===== src/shared/ccpc_pkg.sv =====
package ccpc_pkg;

   // ------------------------------------------------------------
   // Register map
   // ------------------------------------------------------------
   localparam logic [3:0] ADDR_CON2 = 4'h0;
   localparam logic [3:0] ADDR_STAT = 4'h4;
   localparam logic [3:0] ADDR_IRQ_FLAGS = 4'h8;
   localparam logic [3:0] ADDR_IRQ_MASK = 4'hc;
   localparam logic [3:0] ADDR_CAP_DATA = 4'h0;
   localparam logic [3:0] ADDR_CAP_DATA_SEL = 4'h1;

   // ------------------------------------------------------------
   // Control two field layout
   // ------------------------------------------------------------
   localparam int CON2_OUT_SYNC_BIT = 31;
   localparam int CON2_STEER_LSB = 24;
   localparam int CON2_GATE_MODE_LSB = 22;
   localparam int CON2_AUX_LSB = 19;
   localparam int CON2_SRC_LSB = 16;
   localparam int CON2_RESTART_BIT = 15;
   localparam logic [31:0] CON2_WMASK_MULTI = 32'hbfdf_8000;
   localparam logic [31:0] CON2_WMASK_SINGLE = 32'h81df_8000;
   localparam logic [31:0] CON2_RESET = 32'h0100_0000;

   // ------------------------------------------------------------
   // Status field layout
   // ------------------------------------------------------------
   localparam int STAT_SHUTDOWN_BIT = 4;
   localparam int STAT_CMP_BIT = 3;
   localparam int STAT_INHIBIT_BIT = 2;
   localparam int STAT_OVF_BIT = 1;
   localparam int STAT_NE_BIT = 0;

   // Interrupt status bits
   localparam int IRQ_CMP = 0;
   localparam int IRQ_CAP = 1;
   localparam int IRQ_OVF = 2;
   localparam int IRQ_SHUT = 3;
   localparam int IRQ_W = 4;

   localparam int FIFO_DEPTH = 4;
   localparam int TB_W = 16;

   // ------------------------------------------------------------
   // Encodings
   // ------------------------------------------------------------
   typedef enum logic [1:0] {
      CCPC_GATE_LEVEL = 2'h0,
      CCPC_GATE_RISE = 2'h1,
      CCPC_GATE_FALL = 2'h2,
      CCPC_GATE_RSVD = 2'h3
   } ccpc_gate_e;

   typedef enum logic [1:0] {
      CCPC_AUX_OFF = 2'h0,
      CCPC_AUX_ROLL = 2'h1,
      CCPC_AUX_MODE = 2'h2,
      CCPC_AUX_EVT = 2'h3
   } ccpc_aux_e;

   localparam logic [2:0] SRC_PIN = 3'h0;
   localparam logic [2:0] SRC_CMP1 = 3'h1;
   localparam logic [2:0] SRC_CMP2 = 3'h2;
   localparam logic [2:0] SRC_CELL1 = 3'h4;
   localparam logic [2:0] SRC_CELL2 = 3'h5;

   // Raw signals from the outside world
   typedef struct packed {
      logic capture_input_pin;
      logic cmp1;
      logic cmp2;
      logic cell1;
      logic cell2;
      logic gate;
      logic shutdown;
   } ccpc_pins_s;

endpackage : ccpc_pkg


===== src/verilog/ccpc_ctrl.sv =====
// Behaviour
// With output sync set, steering changes apply only at time base rollover or reset.
// Each set steering bit hands its compare output pin to this unit.
// Steering bits B to F exist only in the multi-output variant.
// Gate mode 10: falling gate edge sets capture inhibit.
// Gate mode 01: rising gate edge clears capture inhibit.
// Gate mode 00: gate level high enables, low disables capture; 11 reserved.
// Aux select: 11 events, 10 mode signal, 01 rollover, 00 off.
// Capture source: pin, comparator 1, comparator 2, cell 1, cell 2.
// With auto-restart, shutdown flag clears at next period once shutdown ended.
// Without auto-restart, software clears the shutdown flag before PWM resumes.
// Compare event flag sets on a single edge compare event.
// While capture inhibit is set, capture input events are ignored.
// Capture overflow flag sets when the capture FIFO overflows.
// Not-empty flag reads one while the capture buffer holds data.
// Event trigger positions read zero; writing one fires the event. The compare trigger shares STAT_CMP_BIT and reads back the compare flag.
// Unimplemented control two bits, including 30 and 21, read zero.
// Each permitted capture pushes the time base value; full push flags overflow.
//
// Strobed register access and the register addresses were chosen for this implementation.
`timescale 1ns/1ns
module ccpc_ctrl #(
   parameter bit MULTI_OUTPUT = 1'b1
) (
   input wire logic core_clk,
   input wire logic rst_n,
   input wire logic [3:0] reg_addr,
   input wire logic [31:0] reg_wdata,
   input wire logic reg_wr,
   input wire logic reg_rd,
   output logic [31:0] reg_rdata,
   input wire ccpc_pkg::ccpc_pins_s pins_in,
   input wire logic tb_rollover,
   input wire logic [ccpc_pkg::TB_W-1:0] tb_value,
   input wire logic cmp_event,
   input wire logic pwm_period_start,
   input wire logic mode_signal,
   input wire logic timer_mode,
   input wire logic compare_wave,
   output logic [5:0] pin_out,
   output logic [5:0] pin_oe,
   output logic aux_out,
   output logic capture_event,
   output logic pwm_shutdown,
   output logic irq
);

   // ------------------------------------------------------------
   // Input synchronisers
   // ------------------------------------------------------------
   ccpc_pkg::ccpc_pins_s pins_meta_reg;
   ccpc_pkg::ccpc_pins_s pins_sync_reg;
   ccpc_pkg::ccpc_pins_s pins_prev_reg;

   always_ff @(posedge core_clk) begin
      if (!rst_n) begin
         pins_meta_reg <= '0;
         pins_sync_reg <= '0;
         pins_prev_reg <= '0;
      end else begin
         pins_meta_reg <= pins_in;
         pins_sync_reg <= pins_meta_reg;
         pins_prev_reg <= pins_sync_reg;
      end
   end

   // ------------------------------------------------------------
   // Register decode
   // ------------------------------------------------------------
   logic [31:0] con2_reg;
   logic [5:0] steer_reg;
   logic inhibit_reg;
   logic cmp_flag_reg;
   logic ovf_flag_reg;
   logic shut_flag_reg;
   logic [ccpc_pkg::IRQ_W-1:0] irq_flags_reg;
   logic [ccpc_pkg::IRQ_W-1:0] irq_mask_reg;
   logic [31:0] rdata_reg;

   wire wr_con2 = reg_wr && (reg_addr == ccpc_pkg::ADDR_CON2);
   wire wr_stat = reg_wr && (reg_addr == ccpc_pkg::ADDR_STAT);
   wire wr_flags = reg_wr && (reg_addr == ccpc_pkg::ADDR_IRQ_FLAGS);
   wire wr_mask = reg_wr && (reg_addr == ccpc_pkg::ADDR_IRQ_MASK);
   wire rd_data = reg_rd && (reg_addr == ccpc_pkg::ADDR_CAP_DATA_SEL);

   wire [31:0] con2_wmask = MULTI_OUTPUT ? ccpc_pkg::CON2_WMASK_MULTI
                                         : ccpc_pkg::CON2_WMASK_SINGLE;
   wire [31:0] con2_next = (con2_reg & ~con2_wmask) | (reg_wdata & con2_wmask);

   wire out_sync = con2_reg[ccpc_pkg::CON2_OUT_SYNC_BIT];
   wire [5:0] steer_req = con2_reg[ccpc_pkg::CON2_STEER_LSB +: 6];
   wire [1:0] gate_mode = con2_reg[ccpc_pkg::CON2_GATE_MODE_LSB +: 2];
   wire [1:0] aux_sel = con2_reg[ccpc_pkg::CON2_AUX_LSB +: 2];
   wire [2:0] src_sel = con2_reg[ccpc_pkg::CON2_SRC_LSB +: 3];
   wire auto_restart = con2_reg[ccpc_pkg::CON2_RESTART_BIT];

   // Write-one event trigger in status shares STAT_CMP_BIT, which reads back the stored compare flag
   wire sw_cmp_evt = wr_stat && reg_wdata[ccpc_pkg::STAT_CMP_BIT];
   wire sw_shut_clr = wr_stat && !reg_wdata[ccpc_pkg::STAT_SHUTDOWN_BIT];

   always_ff @(posedge core_clk) begin
      if (!rst_n) begin
         con2_reg <= ccpc_pkg::CON2_RESET;
      end else if (wr_con2) begin
         con2_reg <= con2_next;
      end
   end

   // ------------------------------------------------------------
   // Output steering
   // ------------------------------------------------------------
   wire steer_load = !out_sync || tb_rollover;

   always_ff @(posedge core_clk) begin
      if (!rst_n) begin
         steer_reg <= ccpc_pkg::CON2_RESET[ccpc_pkg::CON2_STEER_LSB +: 6];
      end else if (steer_load) begin
         steer_reg <= steer_req;
      end
   end

   assign pin_oe = steer_reg;
   assign pin_out = {6{compare_wave && !shut_flag_reg}} & steer_reg;

   // ------------------------------------------------------------
   // Capture source and gating
   // ------------------------------------------------------------
   logic cap_src;
   always_comb begin
      if (src_sel == ccpc_pkg::SRC_PIN) begin
         cap_src = pins_sync_reg.capture_input_pin;
      end else if (src_sel == ccpc_pkg::SRC_CMP1) begin
         cap_src = pins_sync_reg.cmp1;
      end else if (src_sel == ccpc_pkg::SRC_CMP2) begin
         cap_src = pins_sync_reg.cmp2;
      end else if (src_sel == ccpc_pkg::SRC_CELL1) begin
         cap_src = pins_sync_reg.cell1;
      end else if (src_sel == ccpc_pkg::SRC_CELL2) begin
         cap_src = pins_sync_reg.cell2;
      end else begin
         cap_src = 1'b0;
      end
   end

   logic cap_src_prev;
   wire cap_prev_sel = (src_sel == ccpc_pkg::SRC_PIN) ? pins_prev_reg.capture_input_pin :
                       (src_sel == ccpc_pkg::SRC_CMP1) ? pins_prev_reg.cmp1 :
                       (src_sel == ccpc_pkg::SRC_CMP2) ? pins_prev_reg.cmp2 :
                       (src_sel == ccpc_pkg::SRC_CELL1) ? pins_prev_reg.cell1 :
                       (src_sel == ccpc_pkg::SRC_CELL2) ? pins_prev_reg.cell2 : 1'b0;
   assign cap_src_prev = cap_prev_sel;

   wire gate_rise = pins_sync_reg.gate && !pins_prev_reg.gate;
   wire gate_fall = !pins_sync_reg.gate && pins_prev_reg.gate;

   logic inhibit_next;
   always_comb begin
      inhibit_next = inhibit_reg;
      case (gate_mode)
         ccpc_pkg::CCPC_GATE_LEVEL: inhibit_next = !pins_sync_reg.gate;
         ccpc_pkg::CCPC_GATE_RISE: begin
            if (gate_rise) begin
               inhibit_next = 1'b0;
            end
         end
         ccpc_pkg::CCPC_GATE_FALL: begin
            if (gate_fall) begin
               inhibit_next = 1'b1;
            end
         end
         default: inhibit_next = inhibit_reg;
      endcase
   end

   always_ff @(posedge core_clk) begin
      if (!rst_n) begin
         inhibit_reg <= 1'b0;
      end else begin
         inhibit_reg <= inhibit_next;
      end
   end

   wire cap_edge = cap_src && !cap_src_prev;
   assign capture_event = cap_edge && !inhibit_reg;

   // ------------------------------------------------------------
   // Capture FIFO
   // ------------------------------------------------------------
   localparam int PTR_W = $clog2(ccpc_pkg::FIFO_DEPTH);
   logic [ccpc_pkg::TB_W-1:0] fifo_mem [ccpc_pkg::FIFO_DEPTH];
   logic [PTR_W-1:0] wr_ptr_reg;
   logic [PTR_W-1:0] rd_ptr_reg;
   logic [PTR_W:0] count_reg;

   wire fifo_full = (count_reg == (PTR_W+1)'(ccpc_pkg::FIFO_DEPTH));
   wire fifo_empty = (count_reg == '0);
   wire do_push = capture_event && !fifo_full;
   wire push_ovf = capture_event && fifo_full;
   wire do_pop = rd_data && !fifo_empty;

   always_ff @(posedge core_clk) begin
      if (do_push) begin
         fifo_mem[wr_ptr_reg] <= tb_value;
      end
   end

   always_ff @(posedge core_clk) begin
      if (!rst_n) begin
         wr_ptr_reg <= '0;
         rd_ptr_reg <= '0;
         count_reg <= '0;
      end else begin
         wr_ptr_reg <= wr_ptr_reg + PTR_W'(do_push);
         rd_ptr_reg <= rd_ptr_reg + PTR_W'(do_pop);
         count_reg <= count_reg + (PTR_W+1)'(do_push) - (PTR_W+1)'(do_pop);
      end
   end

   // ------------------------------------------------------------
   // Status flags
   // ------------------------------------------------------------
   wire cmp_set = cmp_event || sw_cmp_evt;
   wire shut_set = pins_sync_reg.shutdown;
   wire shut_auto_clr = auto_restart && pwm_period_start && !pins_sync_reg.shutdown;
   wire stat_ovf_clr = wr_stat && !reg_wdata[ccpc_pkg::STAT_OVF_BIT];
   wire stat_cmp_clr = wr_stat && !reg_wdata[ccpc_pkg::STAT_CMP_BIT];

   always_ff @(posedge core_clk) begin
      if (!rst_n) begin
         cmp_flag_reg <= 1'b0;
         ovf_flag_reg <= 1'b0;
         shut_flag_reg <= 1'b0;
      end else begin
         cmp_flag_reg <= cmp_set || (cmp_flag_reg && !stat_cmp_clr);
         ovf_flag_reg <= push_ovf || (ovf_flag_reg && !stat_ovf_clr);
         shut_flag_reg <= shut_set ||
                          (shut_flag_reg && !shut_auto_clr && !sw_shut_clr);
      end
   end

   assign pwm_shutdown = shut_flag_reg;

   // ------------------------------------------------------------
   // Auxiliary output
   // ------------------------------------------------------------
   logic aux_reg;
   logic aux_next;
   always_comb begin
      case (aux_sel)
         ccpc_pkg::CCPC_AUX_EVT: aux_next = !timer_mode && (capture_event || cmp_event);
         ccpc_pkg::CCPC_AUX_MODE: aux_next = mode_signal;
         ccpc_pkg::CCPC_AUX_ROLL: aux_next = tb_rollover;
         default: aux_next = 1'b0;
      endcase
   end

   always_ff @(posedge core_clk) begin
      if (!rst_n) begin
         aux_reg <= 1'b0;
      end else begin
         aux_reg <= aux_next;
      end
   end

   assign aux_out = aux_reg;

   // ------------------------------------------------------------
   // Interrupt status and mask
   // ------------------------------------------------------------
   wire [ccpc_pkg::IRQ_W-1:0] irq_events = {shut_set && !shut_flag_reg, push_ovf,
                                            capture_event, cmp_set};

   always_ff @(posedge core_clk) begin
      if (!rst_n) begin
         irq_flags_reg <= '0;
         irq_mask_reg <= '0;
      end else begin
         irq_flags_reg <= irq_events |
                          (irq_flags_reg & ~({ccpc_pkg::IRQ_W{wr_flags}} &
                                             reg_wdata[ccpc_pkg::IRQ_W-1:0]));
         if (wr_mask) begin
            irq_mask_reg <= reg_wdata[ccpc_pkg::IRQ_W-1:0];
         end
      end
   end

   assign irq = |(irq_flags_reg & irq_mask_reg);

   // ------------------------------------------------------------
   // Read data
   // ------------------------------------------------------------
   logic [31:0] con2_view;
   logic [31:0] stat_view;
   logic [31:0] rd_mux;

   always_comb begin
      con2_view = con2_reg & con2_wmask;
      con2_view[ccpc_pkg::CON2_STEER_LSB +: 6] =
         steer_req & con2_wmask[ccpc_pkg::CON2_STEER_LSB +: 6];
      stat_view = '0;
      stat_view[ccpc_pkg::STAT_SHUTDOWN_BIT] = shut_flag_reg;
      stat_view[ccpc_pkg::STAT_CMP_BIT] = cmp_flag_reg;
      stat_view[ccpc_pkg::STAT_INHIBIT_BIT] = inhibit_reg;
      stat_view[ccpc_pkg::STAT_OVF_BIT] = ovf_flag_reg;
      stat_view[ccpc_pkg::STAT_NE_BIT] = !fifo_empty;
      if (reg_addr == ccpc_pkg::ADDR_CON2) begin
         rd_mux = con2_view;
      end else if (reg_addr == ccpc_pkg::ADDR_STAT) begin
         rd_mux = stat_view;
      end else if (reg_addr == ccpc_pkg::ADDR_IRQ_FLAGS) begin
         rd_mux = {{(32 - ccpc_pkg::IRQ_W){1'b0}}, irq_flags_reg};
      end else if (reg_addr == ccpc_pkg::ADDR_IRQ_MASK) begin
         rd_mux = {{(32 - ccpc_pkg::IRQ_W){1'b0}}, irq_mask_reg};
      end else if (reg_addr == ccpc_pkg::ADDR_CAP_DATA_SEL) begin
         rd_mux = fifo_empty ? '0
                 : {{(32 - ccpc_pkg::TB_W){1'b0}}, fifo_mem[rd_ptr_reg]};
      end else begin
         rd_mux = '0;
      end
   end

   always_ff @(posedge core_clk) begin
      if (!rst_n) begin
         rdata_reg <= '0;
      end else if (reg_rd) begin
         rdata_reg <= rd_mux;
      end else begin
         rdata_reg <= '0;
      end
   end

   assign reg_rdata = rdata_reg;

endmodule : ccpc_ctrl


===== config.mk =====
export PLATFORM = sky130hd
export DESIGN_NAME = ccpc_ctrl
export DESIGN_NICKNAME = d
export VERILOG_FILES = /design/src/shared/ccpc_pkg.sv /design/src/verilog/ccpc_ctrl.sv
export SDC_FILE = /design/constraint.sdc
export NUM_CORES = 1
export LEC_CHECK = 0
export ABC_CLOCK_PERIOD_IN_PS = 3400
export BUFFER_PORTS_ARGS = -buffer_cell sky130_fd_sc_hd__buf_2
export CAP_MARGIN = 20
export CORE_MARGIN = 1.5
export CORE_UTILIZATION = 35
export DETAILED_ROUTE_END_ITERATION = 10
export GPL_TIMING_DRIVEN = 0
export PLACE_DENSITY_LB_ADDON = 0.15
export SYNTH_ARGS = -nofsm -noshare
export SYNTH_HDL_FRONTEND = slang
export SYNTH_SLANG_ARGS = --single-unit

===== constraint.sdc =====
create_clock -name core_clk -period 3.4 [get_ports core_clk]
set_clock_uncertainty 0.15 [all_clocks]
set_input_delay 0.68 -clock core_clk [delete_from_list [all_inputs] [get_ports core_clk]]
set_output_delay 0.68 -clock core_clk [all_outputs]
set_load 0.05 [all_outputs]

# Word-level counts from Yosys, hierarchy flattened
# Memory sizes are Yosys's and may differ from the RTL's. A register that Yosys moved wholly into a read port is not among the register bits.
# Index checks and enable logic that the tools add are counted.
[totals] regBits=110 out_inout_bits=48 ram_bits=64 mem_count=1 elab_cells=149 input_bits=69
[memory_table] memory="fifo_mem" depth=4 width=16 read_ports=1 rd_ports_with_merged_regs=1 wr=1 line="ccpc_ctrl.sv:190" source="logic [ccpc_pkg::TB_W-1:0] fifo_mem [ccpc_pkg::FIFO_DEPTH];"
[op_classes] n_mux=23 eq_ne=16 n_addsub=4 bitwise_logic=10 reduce_logical=59
[op_table] operator="two-way mux 16 bit" n=5
[op_table] operator="two-way mux 32 bit" n=1
[op_table] operator="bitwise OR 31 x 32 -> 32 bit" n=1
[op_table] operator="logical AND 1 bit" n=25
[op_table] operator="zero test 1 bit" n=17
[op_table] operator="two-way mux 1 bit" n=14
[op_table] operator="AND 4 bit" n=3
[op_table] operator="== test 3 bit (second input constant)" n=3
[op_table] operator="== test 4 bit (second input constant)" n=2
[op_table] operator="OR reduction 8 bit" n=1
[op_table] operator="OR reduction 7 bit" n=1
[op_table] operator="AND 6 bit" n=1
[op_table] operator="== test 2 bit (second input constant)" n=3
[op_table] operator="zero test 3 bit" n=2
[op_table] operator="logical OR 1 bit" n=6
[op_table] operator="one-hot mux 1 bit (3 select lines)" n=2
[op_table] operator="adder 2 x 1 -> 2 bit" n=2
[op_table] operator="== test 2 x 1 -> 1 bit (second input constant)" n=2
[op_table] operator="== test 4 x 1 -> 1 bit (second input constant)" n=1
[op_table] operator="== test 4 x 3 -> 1 bit (second input constant)" n=1
[op_table] operator="zero test 4 bit" n=1
[op_table] operator="!= test 2 bit (second input constant)" n=2
[op_table] operator="inverter 4 bit" n=1
[op_table] operator="bitwise OR 4 bit" n=1
[op_table] operator="12 further kinds" n=14

# Depth between registers and ports, before layout
# Gate-level depths: netlist of run 1.
[depth] word_depth=12 depth_mapped=11

# Worst setup path before layout of run 1
# No wires, ideal clock.
[synth_timing] path_kind="flip-flop to flip-flop" start="register con2_reg[17]" end="memory fifo_mem[3][0] (netlist name) (enable)" t_arrival_ns=2.309 slack_ns=0.532 path_stages_with_launch=5 setup_ns=0.409 path_cell_list="dfxtp_1 or4b_4 nand3_2 o211ai_4 nor3_1"
[synth_between] elab_chain_cells=12
[synth_rtl] item="start, declared" line="ccpc_ctrl.sv:70" source="logic [31:0] con2_reg;"
[synth_rtl] item="start signal, assigned" line="ccpc_ctrl.sv:103" source="con2_reg <= ccpc_pkg::CON2_RESET;"
[synth_rtl] item="start signal, assigned" line="ccpc_ctrl.sv:105" source="con2_reg <= con2_next;"
[synth_rtl] item="== test 3 bit" line="ccpc_ctrl.sv:138, ccpc_ctrl.sv:150"
[synth_rtl] item="two-way mux 1 bit" line="ccpc_ctrl.sv:150" source="(src_sel == ccpc_pkg::SRC_CELL2) ? pins_prev_reg.cell2 : 1'b0;"
[synth_rtl] item="two-way mux 1 bit" line="ccpc_ctrl.sv:149" source="(src_sel == ccpc_pkg::SRC_CELL1) ? pins_prev_reg.cell1 :"
[synth_rtl] item="two-way mux 1 bit" line="ccpc_ctrl.sv:148" source="(src_sel == ccpc_pkg::SRC_CMP2) ? pins_prev_reg.cmp2 :"
[synth_rtl] item="two-way mux 1 bit" line="ccpc_ctrl.sv:147" source="(src_sel == ccpc_pkg::SRC_CMP1) ? pins_prev_reg.cmp1 :"
[synth_rtl] item="two-way mux 1 bit" line="ccpc_ctrl.sv:146" source="wire cap_prev_sel = (src_sel == ccpc_pkg::SRC_PIN) ? pins_prev_reg.capture_input_pin :"
[synth_rtl] item="zero test 1 bit" line="ccpc_ctrl.sv:183" source="wire cap_edge = cap_src && !cap_src_prev;"
[synth_rtl] item="logical AND 1 bit *" line="ccpc_ctrl.sv:183"
[synth_rtl] item="logical AND 1 bit *" line="ccpc_ctrl.sv:184" source="assign capture_event = cap_edge && !inhibit_reg;"
[synth_rtl] item="logical AND 1 bit *" line="ccpc_ctrl.sv:197" source="wire do_push = capture_event && !fifo_full;"
[synth_rtl] item="two-way mux 1 bit *" line="ccpc_ctrl.sv:202" source="if (do_push) begin"
[synth_rtl] item="two-way mux 1 bit (implied by the code) *" line="ccpc_ctrl.sv:203" source="fifo_mem[wr_ptr_reg] <= tb_value;"
[synth_rtl] item="end, declared" line="ccpc_ctrl.sv:190"
# Mark *: on every way between the ends. The rest lies on a longest branch, timed or not.

# Worst setup path after layout of run 1
[layout_timing] start="register con2_reg[17]" end="register count_reg[2]"
[layout_between] elab_chain_cells=12
[layout_rtl] item="== test 3 bit" line="ccpc_ctrl.sv:138, ccpc_ctrl.sv:150"
[layout_rtl] item="two-way mux 1 bit" line="ccpc_ctrl.sv:150"
[layout_rtl] item="two-way mux 1 bit" line="ccpc_ctrl.sv:149"
[layout_rtl] item="two-way mux 1 bit" line="ccpc_ctrl.sv:148"
[layout_rtl] item="two-way mux 1 bit" line="ccpc_ctrl.sv:147"
[layout_rtl] item="two-way mux 1 bit" line="ccpc_ctrl.sv:146"
[layout_rtl] item="zero test 1 bit" line="ccpc_ctrl.sv:183"
[layout_rtl] item="logical AND 1 bit *" line="ccpc_ctrl.sv:183"
[layout_rtl] item="logical AND 1 bit *" line="ccpc_ctrl.sv:184"
[layout_rtl] item="logical AND 1 bit *" line="ccpc_ctrl.sv:197"
[layout_rtl] item="adder 3 x 1 -> 3 bit *" line="ccpc_ctrl.sv:215" source="count_reg <= count_reg + (PTR_W+1)'(do_push) - (PTR_W+1)'(do_pop);"
[layout_rtl] item="subtractor 3 x 1 -> 3 bit *" line="ccpc_ctrl.sv:215"
[layout_rtl] item="end signal, assigned" line="ccpc_ctrl.sv:215"
[layout_rtl] item="end, declared" line="ccpc_ctrl.sv:193" source="logic [PTR_W:0] count_reg;"
# Marks and branches as above.
# A chain may end at the register's enable or synchronous reset.

==> results by group, run 1 <==
Critical path
  • R2R Setup Slk: 0.29 ns
  • Startpoint types: flop
  • R2R depth: 11
  • CP Max Fanout: 9
  • RR Endpoint: count_reg[2]$_SDFF_PN0_
  • CP arrival: 3.23 ns
  • Crit Path Class: reg2reg
  • Data required time of the worst path: 3.52 ns
  • Critical path endpoint category: flop
  • R2r startpoint: con2_reg[17]$_SDFFE_PN0P_

Final layout
  • Layout cells sized above 1: 29.5%
  • Largest register FFs: 64
  • Layout area overhead: 25.9%
  • Multi-input gate area: 1900 um2
  • Final Cell Area: 7270 um2
  • Final core utilization: 45.4%
  • Reg area: 3740 um2
  • Fillers: 1549
  • Most frequent cells in the layout: 108 x buf_2, 91 x dfxtp_1, 64 x edfxtp_1
  • Most common cell after layout, fill and taps aside: buf_2
  • Nets@finish: 657

Drt
  • DRC: 0
  • Vias post-DR: 3753
  • Post-DR wirelength/cell: 15.4 um
  • Vias/cell: 4.63
  • Drt first pass iters: 4
  • DRT iter0 DRCs: 230
  • Post-route ant nets: 0
  • Drt total wl: 12500 um

Synth
  • Mean Syn Cell Area: 12.7 um2
  • Synth cell types: 47
  • Leading area contributor after synthesis: edfxtp_1
  • Synth Cell Area: 5770 um2
  • Async set or reset register ratio after synthesis: 0%
  • Area contributors post-synth: edfxtp_1 33%, dfxtp_1 32%, mux4_2 6.2%, and2_1 5.0%, nand2_1 3.4%
  • Number of synthesized flops with an enable pin: 64
  • Seq/Total Area, Yosys: 64.8%
  • Cell count after synthesis: 453
  • Seq cells post-synth: 155
  • Primary FF master, synth: dfxtp_1
  • Yosys warns: 0
  • Post-synth top area share: 33.3%

CTS
  • Post-CTS Repair Setup Buffers: 0
  • # hold bufs at CTS: 0
  • Worst-case clock buffer depth: 2
  • Post-CTS sizing: 0
  • CTS Buf Count: 17
  • Later-pin clock latency in the skew report: 0.41 ns
  • CTS H-tree lvls: 4
  • Clock sinks: 155
  • CTS tree: done
  • Clk slew on worst S/H paths: 0.06 ns
  • CTS root buffer: clkbuf_16

Outcome
  • Outcome: completed

Power and ir drop
  • NetSw: 0.000814 W
  • Internal Power: 0.00326 W
  • Switching Fraction: 20.0%
  • Worst vdd ir: 0.000361 V
  • Comb power frac: 4.3%
  • Leakage power: 2.79 nW
  • Clock Power Share: 47.0%
  • Design Power: 0.00407 W
  • Pwr dens: 560 nW/um2
  • Sequential share of power: 48.7%

Die
  • Die width: 131 um
  • Core Region: 16000 um2
  • Starting Density: 36.1%
  • Cell row count: 46
  • IO Count: 117
  • Die height: 131 um
  • Die area: 17300 um2

STA
  • Hold Slack: 0.284 ns
  • RSZ-0062 raised after global routing: false
  • Rel. slew slack: 53.0%
  • Final setup TNS: 0 ns
  • Final Cycle Share: 91.3%
  • Post-layout min period: 3.11 ns
  • Final hold vios: 0
  • Highest clock rate: 322 MHz
  • Max Slew Vio Count: 0
  • Setup violations, final: 0
  • Slew @ Worst Pin: 0.704 ns

Worst hold path
  • Hold endpoint: pins_sync_reg[2]$_SDFF_PN0_
  • Worst Hold Depth: 1
  • Hold path startpoint: pins_meta_reg[2]$_SDFF_PN0_
  • Min-delay worst type: reg2reg

Placement
  • Dpl hpwl: 9110 um
  • DP Area: 6660 um2
  • Port Buffer Count: 101
  • Final Wtd Congestion: 0.824

Global route
  • Overall routing resource usage: 15.3%
  • Largest net degree at the start of global routing: 17
  • Global-route wire length before repair: 20100 um
  • Gr ovfl total: 0
  • Number of antenna violations at the first check in global routing: 2
  • Vias in the first global route: 3727

Run
  • Max Cap Viol: 0
==> cells by family after synthesis <==
group,synth area share (%)
adder cells (fa/ha/maj),1.86
buffers and inverters,2.80
other,0.0650
multiplexers,7.63
AO/OA/AOI/OAI,6.35
XOR/XNOR,0.607
flip-flops,64.8
AND/OR/NAND/NOR,15.8
==> worst max-delay path by stage <==
stage | start | endpoint | depth (start not counted)
2_1_floorplan | con2_reg[17]$_SDFFE_PN0P_ | fifo_mem[3][0]$_DFFE_PP_ | 4
3_3_place_gp | con2_reg[17]$_SDFFE_PN0P_ | fifo_mem[3][11]$_DFFE_PP_ | 4
3_5_place_dp | con2_reg[17]$_SDFFE_PN0P_ | count_reg[2]$_SDFF_PN0_ | 11
4_1_cts | con2_reg[17]$_SDFFE_PN0P_ | count_reg[2]$_SDFF_PN0_ | 11
5_1_grt | con2_reg[17]$_SDFFE_PN0P_ | count_reg[2]$_SDFF_PN0_ | 11
6_report | con2_reg[17]$_SDFFE_PN0P_ | count_reg[2]$_SDFF_PN0_ | 11
==> Yosys cell counts, types with 3 or more instances <==
cell / count
clkbuf_1: 10
o21ai_1: 7
mux4_2: 16
o21ai_0: 6
xnor2_1: 4
a22oi_1: 3
buf_2: 6
inv_1: 16
ha_1: 7
nor2_1: 12
and2_1: 46
mux2i_1: 8
nand2b_1: 3
a21oi_1: 36
edfxtp_1: 64
nand2_1: 53
buf_4: 4
nand3_1: 8
nor3_1: 5
dfxtp_1: 91
nor4b_2: 3
nor2b_1: 16
==> layer usage <==
| metal | vias to the layer above | wire length, um | GRT usage [%] |
|---|---|---|---|
| met1 | 1806 | 5870 | 20.2 |
| met4 | 2 | 211 | 6.48 |
| met2 | 90 | 5740 | 23.6 |
| met3 | 17 | 632 | 4.40 |
| li1 | 1838 | - | - |
| met5 | - | 12 | 0 |
==> power by group through the flow <==
stage / Combinational (W) / Clock (W) / Sequential, W
after floorplan: 0.0000893 / 0 / 0.00203
after detailed placement: 0.000177 / 0 / 0.00202
after global placement: 0.000168 / 0 / 0.00202
final: 0.000176 / 0.00191 / 0.00198
after CTS: 0.000178 / 0.00196 / 0.00198
after global routing: 0.000195 / 0.00204 / 0.00199
==> through the flow <==
stage / std cells / setup slack, ns
after floorplan: 454 / 0.532
after global placement: 771 / -0.602
after detailed placement: 777 / 0.301
after CTS: 809 / 0.287
after global routing: 809 / 0.114
final: 810 / 0.295
==> area by class of cell <==
cell class | count | area share [%]
diodes | 1 | 0.0344
clock inverters | 5 | 1.07
repair buffers | 107 | 7.95
well taps | 216 | 3.72
flip-flops and latches | 155 | 51.5
multi-input cells | 262 | 26.2
clock buffers | 27 | 7.35
plain buffers | 21 | 1.39
inverters | 16 | 0.826
==> worst max-delay path, cell delays in order (launching register included) <==
cell and delay [ns]:
dfxtp_1 0.37, or4bb_1 0.56, nand3_2 0.12, o211ai_4 0.19, or2_1 0.29, ha_1 0.27
inv_1 0.04, ha_1 0.19, fa_1 0.38, xnor2_1 0.20, xnor2_1 0.16, nor2_1 0.06
(Power assumes the default switching activity.)
==> inputs of run 2 (changes only) <==
--- a/config.mk
+++ b/config.mk
@@ -5,7 +5,7 @@
 export SDC_FILE = /design/constraint.sdc
 export NUM_CORES = 1
 export LEC_CHECK = 0
-export ABC_CLOCK_PERIOD_IN_PS = 3400
+export ABC_CLOCK_PERIOD_IN_PS = 2650
 export BUFFER_PORTS_ARGS = -buffer_cell sky130_fd_sc_hd__buf_2
 export CAP_MARGIN = 20
 export CORE_MARGIN = 1.5
==> constraint.sdc (replaced) <==
create_clock -name core_clk -period 2.65 [get_ports core_clk]
set_clock_uncertainty 0.15 [all_clocks]
set_input_delay 0.53 -clock core_clk [delete_from_list [all_inputs] [get_ports core_clk]]
set_output_delay 0.53 -clock core_clk [all_outputs]
set_load 0.05 [all_outputs]
==> results by group, run 2 (same netlist as run 1, synthesis figures left out) <==
Outcome
  • Outcome: finished, violations left
  • Failing checks: setup timing

STA
  • Setup violations, final: 1
  • Hold Slack: 0.165 ns
  • Rel. slew slack: 43.4%
  • Final Cycle Share: 104%
  • Post-layout min period: 2.75 ns
  • Setup WS post-layout: -0.0978 ns
  • Max Slew Vio Count: 0
  • RSZ-0062 raised after global routing: true
  • Final hold vios: 0
  • Highest clock rate: 364 MHz
  • Slew @ Worst Pin: 0.847 ns

Worst hold path
  • Min-delay worst type: in2reg
  • Hold endpoint: pins_meta_reg[6]$_SDFF_PN0_
  • Worst Hold Depth: 2
  • Hold path startpoint: pins_in[6]

CTS
  • CTS tree: done
  • CTS root buffer: clkbuf_16
  • Clock sinks: 155
  • CTS H-tree lvls: 4
  • Later-pin clock latency in the skew report: 0.42 ns
  • Clk slew on worst S/H paths: 0.06 ns
  • CTS Buf Count: 17
  • # hold bufs at CTS: 0
  • Worst-case clock buffer depth: 2

Power and ir drop
  • Leakage power: 2.79 nW
  • Sequential share of power: 50.8%
  • Internal Power: 0.00395 W
  • NetSw: 0.00105 W
  • Comb power frac: 4.6%
  • Pwr dens: 689 nW/um2
  • Switching Fraction: 21.1%
  • Worst vdd ir: 0.000483 V
  • Clock Power Share: 44.6%
  • Design Power: 0.00501 W

Drt
  • Post-route ant nets: 0
  • Drt first pass iters: 4
  • Drt total wl: 12600 um
  • DRT iter0 DRCs: 172
  • Vias post-DR: 3715
  • DRC: 0
  • Post-DR wirelength/cell: 15.4 um
  • Vias/cell: 4.57

Global route
  • Global-route wire length before repair: 20600 um
  • Overall routing resource usage: 15.8%
  • Largest net degree at the start of global routing: 17
  • Vias in the first global route: 3902
  • Gr ovfl total: 0
  • Number of antenna violations at the first check in global routing: 0

Die
  • Starting Density: 36.1%
  • Die height: 131 um
  • IO Count: 117
  • Die area: 17300 um2
  • Core Region: 16000 um2
  • Die width: 131 um
  • Cell row count: 46

Placement
  • Final Wtd Congestion: 0.808
  • Port Buffer Count: 101
  • Dpl hpwl: 8980 um

Final layout
  • Largest register FFs: 64
  • Fillers: 1525
  • Layout area overhead: 25.8%
  • Antenna fix cells: 0
  • Layout cells sized above 1: 30.7%
  • Most common cell after layout, fill and taps aside: buf_2
  • Nets@finish: 661
  • Final core utilization: 45.4%
  • Most frequent cells in the layout: 106 x buf_2, 89 x dfxtp_1, 64 x edfxtp_1

Critical path
  • RR Endpoint: count_reg[2]$_SDFF_PN0_
  • R2R depth: 11
  • Critical path startpoint: con2_reg[17]$_SDFFE_PN0P_
  • R2R Setup Slk: -0.1 ns
  • Critical path endpoint category: flop
  • CP arrival: 2.88 ns
  • Crit Path Class: reg2reg
  • R2r startpoint: con2_reg[17]$_SDFFE_PN0P_
  • Data required time of the worst path: 2.78 ns
  • Startpoint types: flop
  • CP Max Fanout: 4

Run
  • Max Cap Viol: 0
run 2: worst max path at each step:
stage | end | slack, ns | cells past startpoint
after floorplan | count_reg[2]$_SDFF_PN0_ | -0.06 | 11
after global placement | fifo_mem[0][13]$_DFFE_PP_ | -0.92 | 4
after detailed placement | count_reg[2]$_SDFF_PN0_ | -0.32 | 11
after CTS | count_reg[2]$_SDFF_PN0_ | -0.13 | 11
after global routing | count_reg[2]$_SDFF_PN0_ | -0.22 | 11
final | count_reg[2]$_SDFF_PN0_ | -0.1 | 11
run 2: worst max-delay path, cell delays in order (launching register included):
cell and delay, ns:
dfxtp_4 0.35, or4bb_4 0.55, nand3_2 0.11, o211ai_4 0.08, or2_1 0.22, ha_1 0.27, inv_1 0.04, ha_2 0.17
fa_2 0.35, xnor2_2 0.15, xnor2_1 0.13, nor2_1 0.05
run 2: layout make-up:
class                   instances  area [um2]  area share (%)
flip-flops and latches        155        3750            51.6
clock buffers                  25         475            6.55
inverters                      16        60.1           0.827
clock inverters                 7        66.3           0.913
multi-input cells             262        1930            26.5
plain buffers                  21         101            1.40
well taps                     216         270            3.72
repair buffers                111         613            8.44
run 2: power by group through the flow:
stage | Sequential, W | Combinational (W) | Clock, W
CTS | 0.00254 | 0.000231 | 0.00229
floorplan | 0.00260 | 0.000116 | 0
global placement | 0.00259 | 0.000215 | 0
global route | 0.00255 | 0.000255 | 0.00240
detailed placement | 0.00260 | 0.000227 | 0
finish | 0.00254 | 0.000228 | 0.00223
run 2: metal layers:
metal  up-vias  track usage [%]  share of wire, %
met2        78             24.9                48
met1      1777             20.3                46
met4         0             5.74               1.3
met5         -                0                 0
li1       1848                -                 -
met3        12             5.21               5.3
run 2: per-stage QoR:
step | instances | area, um2 | setup slack, ns | setup TNS, ns
detailed placement | 776 | 6670 | -0.324 | -0.703
CTS | 813 | 7260 | -0.127 | -0.156
floorplan | 454 | 5800 | -0.0642 | -0.214
global placement | 771 | 6570 | -0.922 | -49.62
global route | 813 | 7260 | -0.218 | -0.354
finish | 813 | 7260 | -0.0978 | -0.0978
run 2: what timing repair did:
item | 4_1_cts | 5_1_grt
endpoints found under the setup margin | 11 | 14
pin swaps | 7 | 1
buffers inserted | 5 | 0
resized for setup | 3 | 1
==> inputs of run 3 (changes only) <==
--- a/config.mk
+++ b/config.mk
@@ -12,7 +12,7 @@
 export CORE_UTILIZATION = 35
 export DETAILED_ROUTE_END_ITERATION = 10
 export GPL_TIMING_DRIVEN = 0
-export PLACE_DENSITY_LB_ADDON = 0.15
+export RECOVER_POWER = 25
 export SYNTH_ARGS = -nofsm -noshare
 export SYNTH_HDL_FRONTEND = slang
 export SYNTH_SLANG_ARGS = --single-unit
==> results by group, run 3 (same netlist as run 1, synthesis figures left out) <==
Outcome
  • Outcome: finished, violations left
  • Failing checks: setup timing

Drt
  • DRT iter0 DRCs: 193
  • Vias post-DR: 3729
  • Post-route ant nets: 0
  • Vias/cell: 4.58
  • Post-DR wirelength/cell: 15.3 um
  • Drt first pass iters: 5
  • Drt total wl: 12500 um
  • DRC: 0

Die
  • Starting Density: 36.1%
  • Die width: 131 um
  • Die height: 131 um
  • Cell row count: 46
  • IO Count: 117
  • Die area: 17300 um2
  • Core Region: 16000 um2

CTS
  • Clock sinks: 155
  • CTS H-tree lvls: 4
  • CTS tree: done
  • CTS Buf Count: 17
  • CTS root buffer: clkbuf_16
  • Worst-case clock buffer depth: 2
  • Later-pin clock latency in the skew report: 0.42 ns
  • Clk slew on worst S/H paths: 0.06 ns
  • # hold bufs at CTS: 0

Critical path
  • CP arrival: 2.90 ns
  • CP Max Fanout: 3
  • Startpoint types: flop
  • Crit Path Class: reg2reg
  • Data required time of the worst path: 2.78 ns
  • Critical path endpoint category: flop

Final layout
  • Most common cell after layout, fill and taps aside: buf_2
  • Most frequent cells in the layout: 90 x buf_2, 89 x dfxtp_1, 64 x edfxtp_1
  • Nets@finish: 660
  • Final core utilization: 45.7%
  • Largest register FFs: 64
  • Layout cells sized above 1: 28.5%
  • Layout area overhead: 26.6%

STA
  • Setup violations, final: 1
  • Rel. slew slack: 50.3%
  • Setup WS post-layout: -0.118 ns
  • Final Cycle Share: 104%
  • Final hold vios: 0
  • Slew @ Worst Pin: 0.739 ns
  • Max Slew Vio Count: 0
  • Highest clock rate: 361 MHz
  • Final setup TNS: -0.118 ns
  • RSZ-0062 raised after global routing: true
  • Post-layout min period: 2.77 ns

Global route
  • Largest net degree at the start of global routing: 17
  • GR met1 Demand/Resource: 18.6%
  • Overall routing resource usage: 15.0%
  • Vias in the first global route: 3750
  • Most Crowded Layer GR: met2
  • Met2 GRT Util: 24.0%
  • Grt met3 use: 5.29%
  • Number of antenna violations at the first check in global routing: 3
  • Global-route wire length before repair: 19700 um
  • Gr ovfl total: 0

Power and ir drop
  • Worst vdd ir: 0.000437 V
  • Pwr dens: 714 nW/um2
  • Leakage power: 2.77 nW

Placement
  • Final Wtd Congestion: 0.853
  • Port Buffer Count: 101
  • Dpl hpwl: 8900 um

Run
  • Max Cap Viol: 0

Worst hold path
  • Min-delay worst type: in2reg
run 3: cell count changes in the layout (fill, tap and decap cells not counted), sizes merged:
cell    previous run  this run
bufinv             1         2
clkbuf            35        48
inv               16        18
diode              0         2
buf              122       105
run 3: final timing paths:
path                          startpoint                          end  slack (ns)  depth (start not counted)
max            con2_reg[17]$_SDFFE_PN0P_      count_reg[2]$_SDFF_PN0_       -0.12                         11
min                           pins_in[5]  pins_meta_reg[5]$_SDFF_PN0_        0.16                          2
max reg2reg    con2_reg[17]$_SDFFE_PN0P_      count_reg[2]$_SDFF_PN0_       -0.12                         11
min reg2reg  pins_meta_reg[0]$_SDFF_PN0_          shut_set$_SDFF_PN0_        0.28                          1
run 3: what timing repair did:
action / CTS / global route
setup buffers: 3 / 2
endpoints found under the setup margin: 3 / 19
pin swaps: 7 / 1
gates resized for setup: 3 / 1
run 3: cell type report:
type	count	area, um2
fill	1515	8690
antenna	2	5.00
clock inverter	10	109
inverter	16	60.1
tap	216	270
multi-input combinational	262	1930
clock buffer	22	497
timing repair buffer	110	591
buffer	21	101
sequential	155	3750
run 3: per-layer routing:
layer  up-vias  share of wire, %
met2        77                49
met3        19               5.6
met4         2               1.8
met5         -              0.10
met1      1787                44
li1       1844                 -
run 3: per-stage QoR:
stage	instances	setup WS [ns]	hold slack (ns)	power, W	area (um2)
after floorplan	454	-0.0642	0.262	0.00272	5800
after CTS	810	-0.139	0.138	0.00527	7290
final	814	-0.118	0.159	0.00522	7310
after detailed placement	775	-0.331	0.268	0.00282	6650
after global placement	771	-0.837	0.264	0.00281	6570
after global routing	812	-0.216	0.151	0.00540	7300
run 3: critical path, stage by stage, from the launching register on:
cell	delay, ns
dfxtp_4	0.35
or4bb_4	0.54
nand3_2	0.11
o211ai_4	0.09
or2_1	0.22
ha_1	0.27
inv_1	0.04
ha_2	0.16
fa_2	0.35
xnor2_2	0.14
xnor2_1	0.14
nor2_1	0.07
run 3: report_power, final:
part | switching, W | internal [W] | leakage, nW | total, W
sequential | 0.0000221 | 0.00252 | 1.32 | 0.00254
clock | 0.000928 | 0.00152 | 0.301 | 0.00245
combinational | 0.000135 | 0.0000909 | 1.15 | 0.000226
total | 0.00109 | 0.00413 | 2.77 | 0.00522
